### src/fsp_pkg.sv
// Constants and carrier types for the flash segment protection map
package fsp_pkg;

   localparam int unsigned ADDR_W = 24;

   // Segment boundaries, program word addresses
   localparam logic [23:0] VEC_BASE     = 24'h000000;
   localparam logic [23:0] VEC_END      = 24'h0001FE;
   localparam logic [23:0] BOOT_BASE    = 24'h000200;
   localparam logic [23:0] BOOT_END_SML = 24'h0007FE;
   localparam logic [23:0] BOOT_END_MID = 24'h001FFE;
   localparam logic [23:0] BOOT_END_32K = 24'h003FFE;
   localparam logic [23:0] TOP_32K      = 24'h0057FE;
   localparam logic [23:0] TOP_16K      = 24'h002BFE;
   localparam logic [23:0] ADDR_STEP    = 24'h000002;

   // Segment sizes in instruction words
   localparam logic [15:0] VEC_IW       = 16'h0100;  // 256
   localparam logic [15:0] BOOT_IW_SML  = 16'h0300;  // 768
   localparam logic [15:0] BOOT_IW_MID  = 16'h0F00;  // 3840
   localparam logic [15:0] BOOT_IW_16K  = 16'h1500;  // 5376
   localparam logic [15:0] BOOT_IW_32K  = 16'h1F00;  // 7936
   localparam logic [15:0] GEN_IW_32K   = 16'h2B00;  // 11008
   localparam logic [15:0] GEN_IW_16K   = 16'h1500;  // 5376
   localparam logic [15:0] ZERO_IW      = 16'h0000;

   // Boot size select low-bit codes
   localparam logic [1:0] BSS_NONE = 2'h3;
   localparam logic [1:0] BSS_SML  = 2'h2;
   localparam logic [1:0] BSS_MID  = 2'h1;
   localparam logic [1:0] BSS_BIG  = 2'h0;

   // Debug channel select codes
   localparam logic [1:0] ICS_PAIR1 = 2'h3;
   localparam logic [1:0] ICS_PAIR2 = 2'h2;
   localparam logic [1:0] ICS_PAIR3 = 2'h1;
   localparam logic [1:0] ICS_RSVD  = 2'h0;

   // Debugger reserved data RAM
   localparam logic [15:0] DBG_RAM_BYTES = 16'h0050;  // 80

   localparam int unsigned NUM_PAIRS = 3;

   // Address class encoding
   typedef enum logic [1:0] {
      SEG_VECTOR  = 2'b00,
      SEG_BOOT    = 2'b01,
      SEG_GENERAL = 2'b10,
      SEG_UNIMPL  = 2'b11
   } fsp_seg_t;

   // Resolved segment map
   typedef struct packed {
      logic        boot_present;
      logic [23:0] boot_end;
      logic        gen_present;
      logic [23:0] gen_base;
      logic [23:0] top;
      logic [15:0] boot_iw;
      logic [15:0] gen_iw;
   } fsp_map_t;

   // Protection configuration words
   typedef struct packed {
      logic [7:0] boot_protect_config;
      logic [7:0] general_protect_config;
   } fsp_prot_t;

endpackage : fsp_pkg

### src/fsp_decode.sv
// Combinational address classifier against a resolved segment map
module fsp_decode
   import fsp_pkg::*;
(
   input  wire logic [23:0] i_addr,   // Program word address
   input  wire fsp_map_t    i_map,    // Resolved boundaries
   output fsp_seg_t         o_seg     // Segment class
);

   // Classify: above top first, then by ascending boundaries
   always_comb begin
      if (i_addr > i_map.top) begin
         o_seg = SEG_UNIMPL;
      end else if (i_addr <= VEC_END) begin
         o_seg = SEG_VECTOR;
      end else if (i_map.boot_present && i_addr <= i_map.boot_end) begin
         o_seg = SEG_BOOT;
      end else if (i_map.gen_present) begin
         o_seg = SEG_GENERAL;
      end else begin
         // Boot fills memory; nothing else left
         o_seg = SEG_BOOT;
      end
   end

endmodule : fsp_decode

### src/fsp_map.sv
// Flash segment protection map: boot size decode, address class, debug pins
module fsp_map
   import fsp_pkg::*;
#(
   parameter int unsigned PAIRS = NUM_PAIRS          // Pin pair count
) (
   input  wire logic             i_clk,                   // 50 MHz system clock
   input  wire logic             i_rst_n,                 // Async reset, low
   input  wire logic             i_mem_32k,               // 1 = 32 KB part
   input  wire logic [2:0]       i_boot_size_select,      // Boot size field
   input  wire fsp_prot_t        i_prot,                  // Protection words
   input  wire logic [23:0]      i_addr,                  // Address to classify
   input  wire logic [1:0]       i_debug_channel_select,  // Debug pair select
   input  wire logic             i_debug_enable,          // Debugger enabled
   input  wire logic             i_master_clear_pin_n,    // Master clear pin
   input  wire logic [PAIRS-1:0] i_prog_clock_pin,        // Clock pins
   input  wire logic [PAIRS-1:0] i_prog_data_pin,         // Data pins in
   input  wire logic             i_link_data_out,         // Debug data to send
   input  wire logic             i_link_data_oe_n,        // Debug data enable, low
   output fsp_seg_t              o_seg,                   // Address class
   output fsp_map_t              o_map,                   // Resolved map
   output fsp_prot_t             o_prot,                  // Latched protection
   output logic [PAIRS-1:0]      o_prog_data_pin,         // Data pins out
   output logic [PAIRS-1:0]      o_prog_data_oe_n,        // Data enables, low
   output logic                  o_link_clock,            // Selected clock, synced
   output logic                  o_link_data,             // Selected data, synced
   output logic                  o_prog_entry,            // Programming mode held
   output logic                  o_channel_err,           // Reserved select used
   output logic [15:0]           o_dbg_ram_bytes,         // Withheld RAM bytes
   output logic [PAIRS-1:0]      o_pin_reserved           // Pins withheld from app
);

   // Resolved map, registered
   fsp_map_t  map_q;
   fsp_map_t  next_map;
   fsp_prot_t prot_q;
   fsp_prot_t next_prot;

   // Compute map from boot size and memory size
   always_comb begin
      next_map              = '0;
      next_map.top          = i_mem_32k ? TOP_32K : TOP_16K;
      next_map.boot_present = 1'b1;
      next_map.gen_present  = 1'b1;
      case (i_boot_size_select[1:0])
         BSS_NONE: begin
            // No boot: general starts right after vectors
            next_map.boot_present = 1'b0;
            next_map.boot_end     = VEC_END;
            next_map.gen_base     = BOOT_BASE;
            next_map.boot_iw      = ZERO_IW;
            next_map.gen_iw       = i_mem_32k ? GEN_IW_32K : GEN_IW_16K;
         end
         BSS_SML: begin
            next_map.boot_end = BOOT_END_SML;
            next_map.gen_base = BOOT_END_SML + ADDR_STEP;
            next_map.boot_iw  = BOOT_IW_SML;
            next_map.gen_iw   = 16'((next_map.top - next_map.gen_base + ADDR_STEP) >> 1);
         end
         BSS_MID: begin
            next_map.boot_end = BOOT_END_MID;
            next_map.gen_base = BOOT_END_MID + ADDR_STEP;
            next_map.boot_iw  = BOOT_IW_MID;
            next_map.gen_iw   = 16'((next_map.top - next_map.gen_base + ADDR_STEP) >> 1);
         end
         BSS_BIG: begin
            if (i_mem_32k) begin
               next_map.boot_end = BOOT_END_32K;
               next_map.gen_base = BOOT_END_32K + ADDR_STEP;
               next_map.boot_iw  = BOOT_IW_32K;
               next_map.gen_iw   = 16'((TOP_32K - next_map.gen_base + ADDR_STEP) >> 1);
            end else begin
               // Boot runs to top; no general segment
               next_map.boot_end    = TOP_16K;
               next_map.gen_present = 1'b0;
               next_map.gen_base    = TOP_16K;
               next_map.boot_iw     = BOOT_IW_16K;
               next_map.gen_iw      = ZERO_IW;
            end
         end
         default: begin
            next_map.boot_present = 1'b0;
         end
      endcase
      // Only the two configuration words steer protection
      next_prot = i_prot;
   end

   // Register map and protection words
   always_ff @(posedge i_clk or negedge i_rst_n) begin
      if (!i_rst_n) begin
         map_q  <= '0;
         prot_q <= '0;
      end else begin
         map_q  <= next_map;
         prot_q <= next_prot;
      end
   end

   assign o_map  = map_q;
   assign o_prot = prot_q;

   // Address classifier on registered map
   fsp_decode u_decode (
      .i_addr (i_addr),
      .i_map  (map_q),
      .o_seg  (o_seg)
   );

   // Pin synchronisers: three stages per clock, data pin
   logic [2:0] clk_sync [PAIRS];
   logic [2:0] dat_sync [PAIRS];
   logic [2:0] next_clk_sync [PAIRS];
   logic [2:0] next_dat_sync [PAIRS];
   logic [2:0] master_clear_pin_sync;
   logic [2:0] next_master_clear_pin_sync;
   logic [PAIRS-1:0] clk_lvl;   // Debounced levels
   logic [PAIRS-1:0] dat_lvl;
   logic [PAIRS-1:0] next_clk_lvl;
   logic [PAIRS-1:0] next_dat_lvl;
   logic             master_clear_pin_lvl;
   logic             next_master_clear_pin_lvl;

   // Per-pair shift and agreement check
   genvar g;
   generate
      for (g = 0; g < PAIRS; g++) begin : g_pair
         always_comb begin
            next_clk_sync[g] = {clk_sync[g][1:0], i_prog_clock_pin[g]};
            next_dat_sync[g] = {dat_sync[g][1:0], i_prog_data_pin[g]};
            // Change counts once stages two and three agree
            next_clk_lvl[g] = (clk_sync[g][1] == clk_sync[g][2]) ? clk_sync[g][2] : clk_lvl[g];
            next_dat_lvl[g] = (dat_sync[g][1] == dat_sync[g][2]) ? dat_sync[g][2] : dat_lvl[g];
         end
         always_ff @(posedge i_clk or negedge i_rst_n) begin
            if (!i_rst_n) begin
               clk_sync[g] <= '0;
               dat_sync[g] <= '0;
               clk_lvl[g]  <= 1'b0;
               dat_lvl[g]  <= 1'b0;
            end else begin
               clk_sync[g] <= next_clk_sync[g];
               dat_sync[g] <= next_dat_sync[g];
               clk_lvl[g]  <= next_clk_lvl[g];
               dat_lvl[g]  <= next_dat_lvl[g];
            end
         end
      end
   endgenerate

   // Master clear synchroniser, reset to released level
   always_comb begin
      next_master_clear_pin_sync = {master_clear_pin_sync[1:0], i_master_clear_pin_n};
      next_master_clear_pin_lvl  = (master_clear_pin_sync[1] == master_clear_pin_sync[2]) ? master_clear_pin_sync[2] : master_clear_pin_lvl;
   end

   always_ff @(posedge i_clk or negedge i_rst_n) begin
      if (!i_rst_n) begin
         master_clear_pin_sync <= 3'h7;
         master_clear_pin_lvl  <= 1'b1;
      end else begin
         master_clear_pin_sync <= next_master_clear_pin_sync;
         master_clear_pin_lvl  <= next_master_clear_pin_lvl;
      end
   end

   // Channel decode: one-hot pair select
   logic [PAIRS-1:0] pair_sel;
   logic             rsvd_sel;

   always_comb begin
      pair_sel = '0;
      rsvd_sel = 1'b0;
      case (i_debug_channel_select)
         ICS_PAIR1: pair_sel[0] = 1'b1;
         ICS_PAIR2: pair_sel[1] = 1'b1;
         ICS_PAIR3: pair_sel[2] = 1'b1;
         default:   rsvd_sel    = 1'b1;
      endcase
   end

   // Selected link and entry state, registered
   logic       link_clk_q;
   logic       link_dat_q;
   logic       entry_q;
   logic       next_link_clk;
   logic       next_link_dat;
   logic       next_entry;

   // Clock is always an input: the programmer drives it
   always_comb begin
      next_link_clk = |(clk_lvl & pair_sel);
      next_link_dat = |(dat_lvl & pair_sel);
      // Held master clear low marks the programming entry unless the reserved channel is selected
      next_entry    = ~master_clear_pin_lvl & ~rsvd_sel;
   end

   always_ff @(posedge i_clk or negedge i_rst_n) begin
      if (!i_rst_n) begin
         link_clk_q <= 1'b0;
         link_dat_q <= 1'b0;
         entry_q    <= 1'b0;
      end else begin
         link_clk_q <= next_link_clk;
         link_dat_q <= next_link_dat;
         entry_q    <= next_entry;
      end
   end

   assign o_link_clock  = link_clk_q;
   assign o_link_data   = link_dat_q;
   assign o_prog_entry  = entry_q;
   assign o_channel_err = rsvd_sel;

   // Data drive only on the chosen pair; others float
   always_comb begin
      o_prog_data_pin  = {PAIRS{i_link_data_out}} & pair_sel;
      o_prog_data_oe_n = ~(pair_sel & {PAIRS{~i_link_data_oe_n}});
   end

   // Debugger resources withheld from application
   always_comb begin
      o_dbg_ram_bytes = i_debug_enable ? DBG_RAM_BYTES : ZERO_IW;
      o_pin_reserved  = i_debug_enable ? pair_sel : '0;
   end

   // Checks on map and pin behaviour
   a_vector_fixed: assert property (@(posedge i_clk) disable iff (!i_rst_n)
      (i_addr <= VEC_END) && (i_addr <= map_q.top) |-> o_seg == SEG_VECTOR)
      else $error("vector address not classified as vector");
   // Past-cycle guard: the first edge after release still shows the reset map
   a_no_boot_32k: assert property (@(posedge i_clk) disable iff (!i_rst_n)
      $past(i_rst_n) && $past(i_boot_size_select[1:0]) == BSS_NONE && $past(i_mem_32k) |->
      !map_q.boot_present && map_q.gen_iw == GEN_IW_32K && map_q.top == TOP_32K)
      else $error("32K no-boot map wrong");
   a_small_boot: assert property (@(posedge i_clk) disable iff (!i_rst_n)
      $past(i_rst_n) && $past(i_boot_size_select[1:0]) == BSS_SML |->
      map_q.boot_end == BOOT_END_SML && map_q.boot_iw == BOOT_IW_SML)
      else $error("small boot segment wrong");
   a_mid_boot: assert property (@(posedge i_clk) disable iff (!i_rst_n)
      $past(i_rst_n) && $past(i_boot_size_select[1:0]) == BSS_MID |->
      map_q.boot_end == BOOT_END_MID && map_q.gen_base == 24'h002000)
      else $error("mid boot segment wrong");
   a_big_boot_16k: assert property (@(posedge i_clk) disable iff (!i_rst_n)
      $past(i_rst_n) && $past(i_boot_size_select[1:0]) == BSS_BIG && !$past(i_mem_32k) |->
      !map_q.gen_present && map_q.boot_iw == BOOT_IW_16K)
      else $error("16K big boot map wrong");
   a_top_16k: assert property (@(posedge i_clk) disable iff (!i_rst_n)
      $past(i_rst_n) && !$past(i_mem_32k) |-> map_q.top == TOP_16K)
      else $error("16K top wrong");
   a_gen_size_sml: assert property (@(posedge i_clk) disable iff (!i_rst_n)
      $past(i_rst_n) && $past(i_boot_size_select[1:0]) == BSS_SML && $past(i_mem_32k) |->
      map_q.gen_iw == 16'h2800 && map_q.gen_base == 24'h000800)
      else $error("32K general after small boot wrong");
   a_gen_size_big: assert property (@(posedge i_clk) disable iff (!i_rst_n)
      $past(i_rst_n) && $past(i_boot_size_select[1:0]) == BSS_BIG && $past(i_mem_32k) |->
      map_q.gen_iw == 16'h0C00 && map_q.gen_base == 24'h004000)
      else $error("32K general after big boot wrong");
   a_prot_follow: assert property (@(posedge i_clk) disable iff (!i_rst_n)
      ##1 prot_q == $past(i_prot))
      else $error("protection words not latched");
   a_channel_rsvd: assert property (@(posedge i_clk) disable iff (!i_rst_n)
      i_debug_channel_select == ICS_RSVD |-> o_channel_err && o_prog_data_oe_n == '1)
      else $error("reserved channel drove a pin");
   a_dbg_reserve: assert property (@(posedge i_clk) disable iff (!i_rst_n)
      i_debug_enable && !rsvd_sel |-> o_dbg_ram_bytes == DBG_RAM_BYTES && $onehot(o_pin_reserved))
      else $error("debug resources not withheld");
   a_unimpl_top: assert property (@(posedge i_clk) disable iff (!i_rst_n)
      i_addr > map_q.top |-> o_seg == SEG_UNIMPL)
      else $error("address above top not unimplemented");

endmodule : fsp_map

### config.mk
export PLATFORM = sky130hd
export DESIGN_NAME = fsp_map
export DESIGN_NICKNAME = d
export VERILOG_FILES = /design/src/fsp_pkg.sv /design/src/fsp_decode.sv /design/src/fsp_map.sv
export SDC_FILE = /design/constraint.sdc
export NUM_CORES = 1
export LEC_CHECK = 0
export BUFFER_PORTS_ARGS = -buffer_cell sky130_fd_sc_hd__buf_2
export CAP_MARGIN = 20
export CORE_UTILIZATION = 37
export CTS_CLUSTER_SIZE = 24
export DETAILED_ROUTE_END_ITERATION = 6
export PLACE_DENSITY_LB_ADDON = 0.12
export SYNTH_ARGS = -nofsm -noshare
export SYNTH_HDL_FRONTEND = slang
export SYNTH_SLANG_ARGS = --single-unit
### constraint.sdc
create_clock -name i_clk -period 5.5 [get_ports i_clk]
set_input_delay 0.825 -clock i_clk [delete_from_list [all_inputs] [get_ports i_clk]]
set_output_delay 0.825 -clock i_clk [all_outputs]
set_load 0.05 [all_outputs]
Yosys cells after proc, flatten, opt, wreduce, memory -nomap -nowiden
Cells that the tools add are included.

word-level totals
  bits in registers = 144
  output and inout bits = 153
  word-level logic and storage cells = 80

operators by class
  add/subtract/negate cells = 4
  magnitude comparators = 3
  equal/unequal tests = 13
  mux-type cells = 21
  bitwise gates (word level) = 8
  reductions and logical operators = 5

operators by type and width
  operator                                              number
  case mux 24 bit (4 select lines)                      2
  case mux 32 bit (4 select lines)                      1
  adder 16 x 3 -> 17 bit, second input constant         2
  2-to-1 mux 15 bit                                     2
  2-to-1 mux 28 bit                                     1
  greater-than comparator 24 x 15 -> 1 bit              1
  <= comparator 24 bit                                  1
  <= comparator 24 x 9 -> 1 bit, second input constant  1
  subtractor 15 x 12 -> 16 bit, second input constant   1
  subtractor 15 x 14 -> 16 bit, second input constant   1
  2-to-1 mux 14 bit                                     1
  2-to-1 mux 13 bit                                     1
  AND 3 bit                                             4
  OR reduction 3 bit                                    3
  equality test 2 bit, second input constant            4
  2-to-1 mux 2 bit                                      4
  equality test 1 bit                                   7
  2-to-1 mux 1 bit                                      7
  2-to-1 mux 7 bit                                      1
  equality test 2 x 1 -> 1 bit, second input constant   2
  2-to-1 mux 3 bit                                      1
  inverter 3 bit                                        1
  logical NOT 2 bit                                     1
  inverter 1 bit                                        2
  2 further kinds                                       2

Longest topological paths before layout
  depth after elaboration = 5
  mapped depth = 7
  gate-level depth less buffers = 7

Cells and area by module
A second synthesis with hierarchy kept.

second synthesis, totals
  cell total of the unflattened synthesis = 412
  area, all modules = 4182.8 um^2

by module, submodules not included
  module      instances  cells an instance  area an instance (um^2)  sequential area each (um^2)
  fsp_map     1          227                2869.0                   1731.7
  fsp_decode  1          185                1313.8                   0.0

Worst setup path after synthesis
No wires, ideal clock.

  kind = input port to output port
  from = input i_addr[18]
  to = output o_seg[0]
  arrival time = 3.061 ns
  required time = 4.675 ns
  path slack = 1.614 ns
  cell stages on the path = 5
  buffers on the path = 0
  cell sequence = or4_4 or4_4 a2111oi_1 a31oi_1 o21bai_1

on the way
  longest elaborated chain between the ends = 5
  elaborated cells on any way between the ends = 7
  classes of those cells = 3 x order compare; 3 x mux; 1 x reduce/logical

RTL lines
  item                  RTL line          RTL
  start, declared       fsp_map.sv:12     input wire logic [23:0] i_addr,
  <= comparator 24 bit  fsp_decode.sv:16  end else if (i_map.boot_present && i_addr <= i_map.boot_end) begin
  logical AND 1 bit     fsp_decode.sv:16
  2-to-1 mux 2 bit      fsp_decode.sv:16
  2-to-1 mux 2 bit      fsp_decode.sv:14  end else if (i_addr <= VEC_END) begin
  2-to-1 mux 2 bit *    fsp_decode.sv:12  if (i_addr > i_map.top) begin
  end, declared         fsp_map.sv:20     output fsp_seg_t o_seg,

Mark *: on every way between the ends. The rest lies on a longest branch, timed or not.

Final worst setup path
Ends and elaborated chain as after synthesis.

==> results.md <==
- The TritonCTS sink count is 69.
- For this run the aggregate overflow at the end of global routing stands at 0.
- Among all cell types in the netlist, the one instantiated most often is buf_4.
- The die is 98.7 um tall.
- Of the post-synthesis cell area, the dominant cell type holds 47.0%.
- The longest clock path from root to sink contains 2 buffers.
- The count of cells along the worst register-to-register path is 2.
- The count of port buffers added during placement is 142.
- The slowest stage of the critical path belongs to the cell or4_4.
- The number of inserted diodes is 0.
- Dividing the detail-routed wire length by the instance count gives 11.6 um.
- TritonCTS built the clock tree.
- The length of the first detailed-routing pass in iterations is 4.
- The count of final max-slew check failures came to 0.
- The initial cell density of the core is 38.9%.
- The cell type contributing the most total cell area after synthesis is dfrtp_1.
- In this run, post-CTS repair resized a total of 0 instances.
- The max-capacitance violation count is 0.
- By count the netlist is led by 100 x buf_4, 65 x dfrtp_1, 23 x ha_1.
- The critical path in this run is classified as input pin to output pin.
- The maximum number of pins on one net before global-route repair is 70.
- Among all flip-flop cells after synthesis, the most frequent one is dfrtp_1.
- The leakage component of the power is 2.19 nW.
- Timing would allow up to 270 MHz.
- The detailed router placed 2307 vias in this run.
- Walking the worst path, the cells encountered are buf_2, or4_4, or4_4, a2111oi_1, a31oi_1, o21bai_1, buf_2.
- The flow ran to the end, and the final reports show no timing, DRC or antenna violations.
- At the end of the flow, the number of nets in the layout was 509.
- Prior to clock tree synthesis, the placed netlist has a worst setup slack of 1.79 ns.
- The routability congestion estimate is 0.791.
- In this run the tightest slew margin relative to its limit is 44.1%.
- The later pin in the worst-skew pair is clocked with a latency of 0.33 ns.
- The total standard cell area after synthesis is 3460 um2.
- The worst-case IR drop observed on VDD is 192 uV.
- Counting flops with a built-in enable in the synthesized netlist gives 0.
- In this run, the number of DRC markers left after iteration 0 of detailed routing was 53.
- The largest incremental delay on the critical path is 0.54 ns.
- The netlist uses 41 different library cells.
- The reg-to-reg setup timing slack is 4.55 ns.
- Between clock sinks in the finished design, the worst skew comes to 0.00554 ns.
- The hold violation total from the final report is 0.
- The TritonCTS buffer count is 9.
- The worst register-to-register path begins at dat_lvl[0].
- The initial antenna violation count is 0.
- The path class of the lowest-slack min-delay path is register to register.
- The count of nets left with antenna violations once routing finished came out at 0.
- The I/O pin total is 211.
- The detailed-route wire length is 6.27 mm.
- The number of global-route vias before repair came to 2097.
- The required arrival time at the worst endpoint is 4.68 ns.
- Hold repair after CTS inserted 0 buffers.
- In the post-synthesis netlist, the biggest area contributors are dfrtp_1 47%, buf_4 22%, ha_1 8.3%, dfstp_2 3.0%, inv_1 2.1%.
- Setup repair after global routing left no endpoint under its margin.
- The DRC violation count after routing is 0.
- The sort of element at the start of the critical path is an input pin.
- The wire length of the first global-routing pass is 9.92 mm.
- The number of setup buffers added after CTS is 0.
- The width of the die is 98.7 um.
- The final worst-path cycle share is 67.3%.
- The initialized floorplan defines 34 standard-cell rows.
- The share of the yosys chip area belonging to registers is 50.1%.
- The global-route usage over all layers is 13.1%.
- The final setup slack of the worst path is 1.80 ns.
- The end of the worst register-to-register path is o_link_data.
- The minimum period implied by the final worst setup slack is 3.70 ns.
- The gate count of the mapped netlist is 310.
- Once placement finished, the instance area stood at 3800 um2.
- The ratio of total power to cell area is 334 nW/um2.
- After synthesis the netlist holds a flip-flop and latch count of 69.
- The area inside the core boundary is 8890 um2.
- After clock tree synthesis, the clock-pin slew on the worst setup and hold paths is 0.07 ns.
- Of all flip-flops after synthesis, the portion carrying an async set or reset was 100%.
- The number of synthesis warnings is 0.
- The kind of end point of the critical path is an output pin.
- The clock root buffer is clkbuf_8.
- Relative to the synthesized area, the layout overhead comes to 16.3%.
- The critical path ends at o_seg[0].
- After routing, the total negative slack on setup checks comes to 0 ns.
- The floorplan step defined a die boundary enclosing 9740 um2.
- The post-detailed-route via-to-cell ratio is 4.26.
- The layout cell share with drive strength beyond 1 is 38.8%.
- The design area is 4020 um2.
- The half-perimeter wire length after detailed placement is 4.97 mm.
- The worst setup path startpoint is i_addr[18].
- A synthesized cell averages 11.2 um2.
- The filler cells instantiated in the layout total 865.
- The transition time at the pin with the least slew margin is 0.839 ns.
- CTS built an H-tree with a depth of 3.
- Of all nets on the critical path, the largest fanout is 3.
- The endpoint arrival time on the critical path is 2.87 ns.
- Setup violations remaining at the end of the flow were counted as 0.
[registers in the layout, indices dropped and copies added, names as in the netlist]
| register | cells |
|---|---|
| o_map | 22 |
| master_clear_pin_sync | 3 |
| o_link_data | 1 |
| master_clear_pin_lvl | 1 |
| dat_lvl | 3 |
| clk_sync | 9 |
| o_prot | 16 |
| o_prog_entry | 1 |
| o_link_clock | 1 |
| dat_sync | 9 |
| clk_lvl | 3 |
[metal layers]
metal	track usage [%]	routed length (um)	vias up
li1	-	-	1101
met1	15.6	2600	1084
met2	22.6	3260	114
met3	2.98	301	8
met4	5.86	101	0
met5	0	0	-
[through the flow]
stage,util [%],power [mW],hold slack [ns],std cells
2_1_floorplan,-,0.881,0.331,376
3_3_place_gp,42.8,0.907,0.332,525
3_5_place_dp,42.8,0.911,0.335,525
4_1_cts,45.2,1.36,0.353,541
5_1_grt,45.2,1.41,0.359,541
6_report,45.2,1.34,0.350,541
[cell type report]
cell class	instances	area, um2	area share, %
multi-input combinational	185	1140	28.4
tap	108	135	3.36
inverter	20	75.1	1.87
timing repair buffer	143	718	17.9
sequential	69	1730	43.0
clock inverter	7	97.6	2.43
clock buffer	9	124	3.08
[report_power, final]
group          internal, mW  total (mW)  switching (mW)  leakage, nW
registers             0.539       0.554          0.0148        0.810
logic                0.0626       0.345           0.282         1.28
clock network         0.256       0.445           0.188        0.106
total                 0.858        1.34           0.486         2.19
[how the worst min path moves through the flow]
stage / start / to / slack (ns) / depth (start not counted)
after global routing: clk_sync[6] / clk_sync[7] / 0.36 / 0
after floorplan: clk_sync[0] / clk_sync[1] / 0.33 / 0
after CTS: clk_sync[6] / clk_sync[7] / 0.35 / 0
after global placement: clk_sync[0] / clk_sync[1] / 0.33 / 0
after detailed placement: clk_sync[6] / clk_sync[7] / 0.33 / 0
final: clk_sync[6] / clk_sync[7] / 0.35 / 0
[worst max-delay path: cells and delay by family]
kind	cells	cell delay, ns
AO/OA/AOI/OAI	3	0.64
AND/OR/NAND/NOR	2	1.04
buffers and inverters	2	0.37
[placed cells by master (no fill, tap or decap), types with 3 or more instances in the layout]
| master | Yosys | routed |
|---|---|---|
| buf_2 | 0 | 142 |
| conb_1 | 2 | 68 |
| dfrtp_1 | 65 | 65 |
| ha_1 | 23 | 23 |
| inv_1 | 19 | 19 |
| a21oi_1 | 13 | 13 |
| nand2_1 | 11 | 11 |
| nor2_1 | 10 | 10 |
| clkbuf_8 | 0 | 9 |
| maj3_1 | 7 | 7 |
| o21ai_0 | 5 | 5 |
| and2_1 | 5 | 5 |
| dfstp_2 | 4 | 4 |
| or4_1 | 3 | 3 |
| nand4_1 | 3 | 3 |
| and3_1 | 3 | 3 |
[cell families after synthesis]
| group | after synthesis | share of synthesized area, % |
|---|---|---|
| flip-flops | 69 | 50.1 |
| buffers and inverters | 122 | 24.1 |
| other | 2 | 0.217 |
| multiplexers | 2 | 0.651 |
| AO/OA/AOI/OAI | 33 | 6.01 |
| adder cells (fa/ha/maj) | 30 | 10.3 |
| AND/OR/NAND/NOR | 52 | 8.61 |
Power figures use the tool's default switching activity.
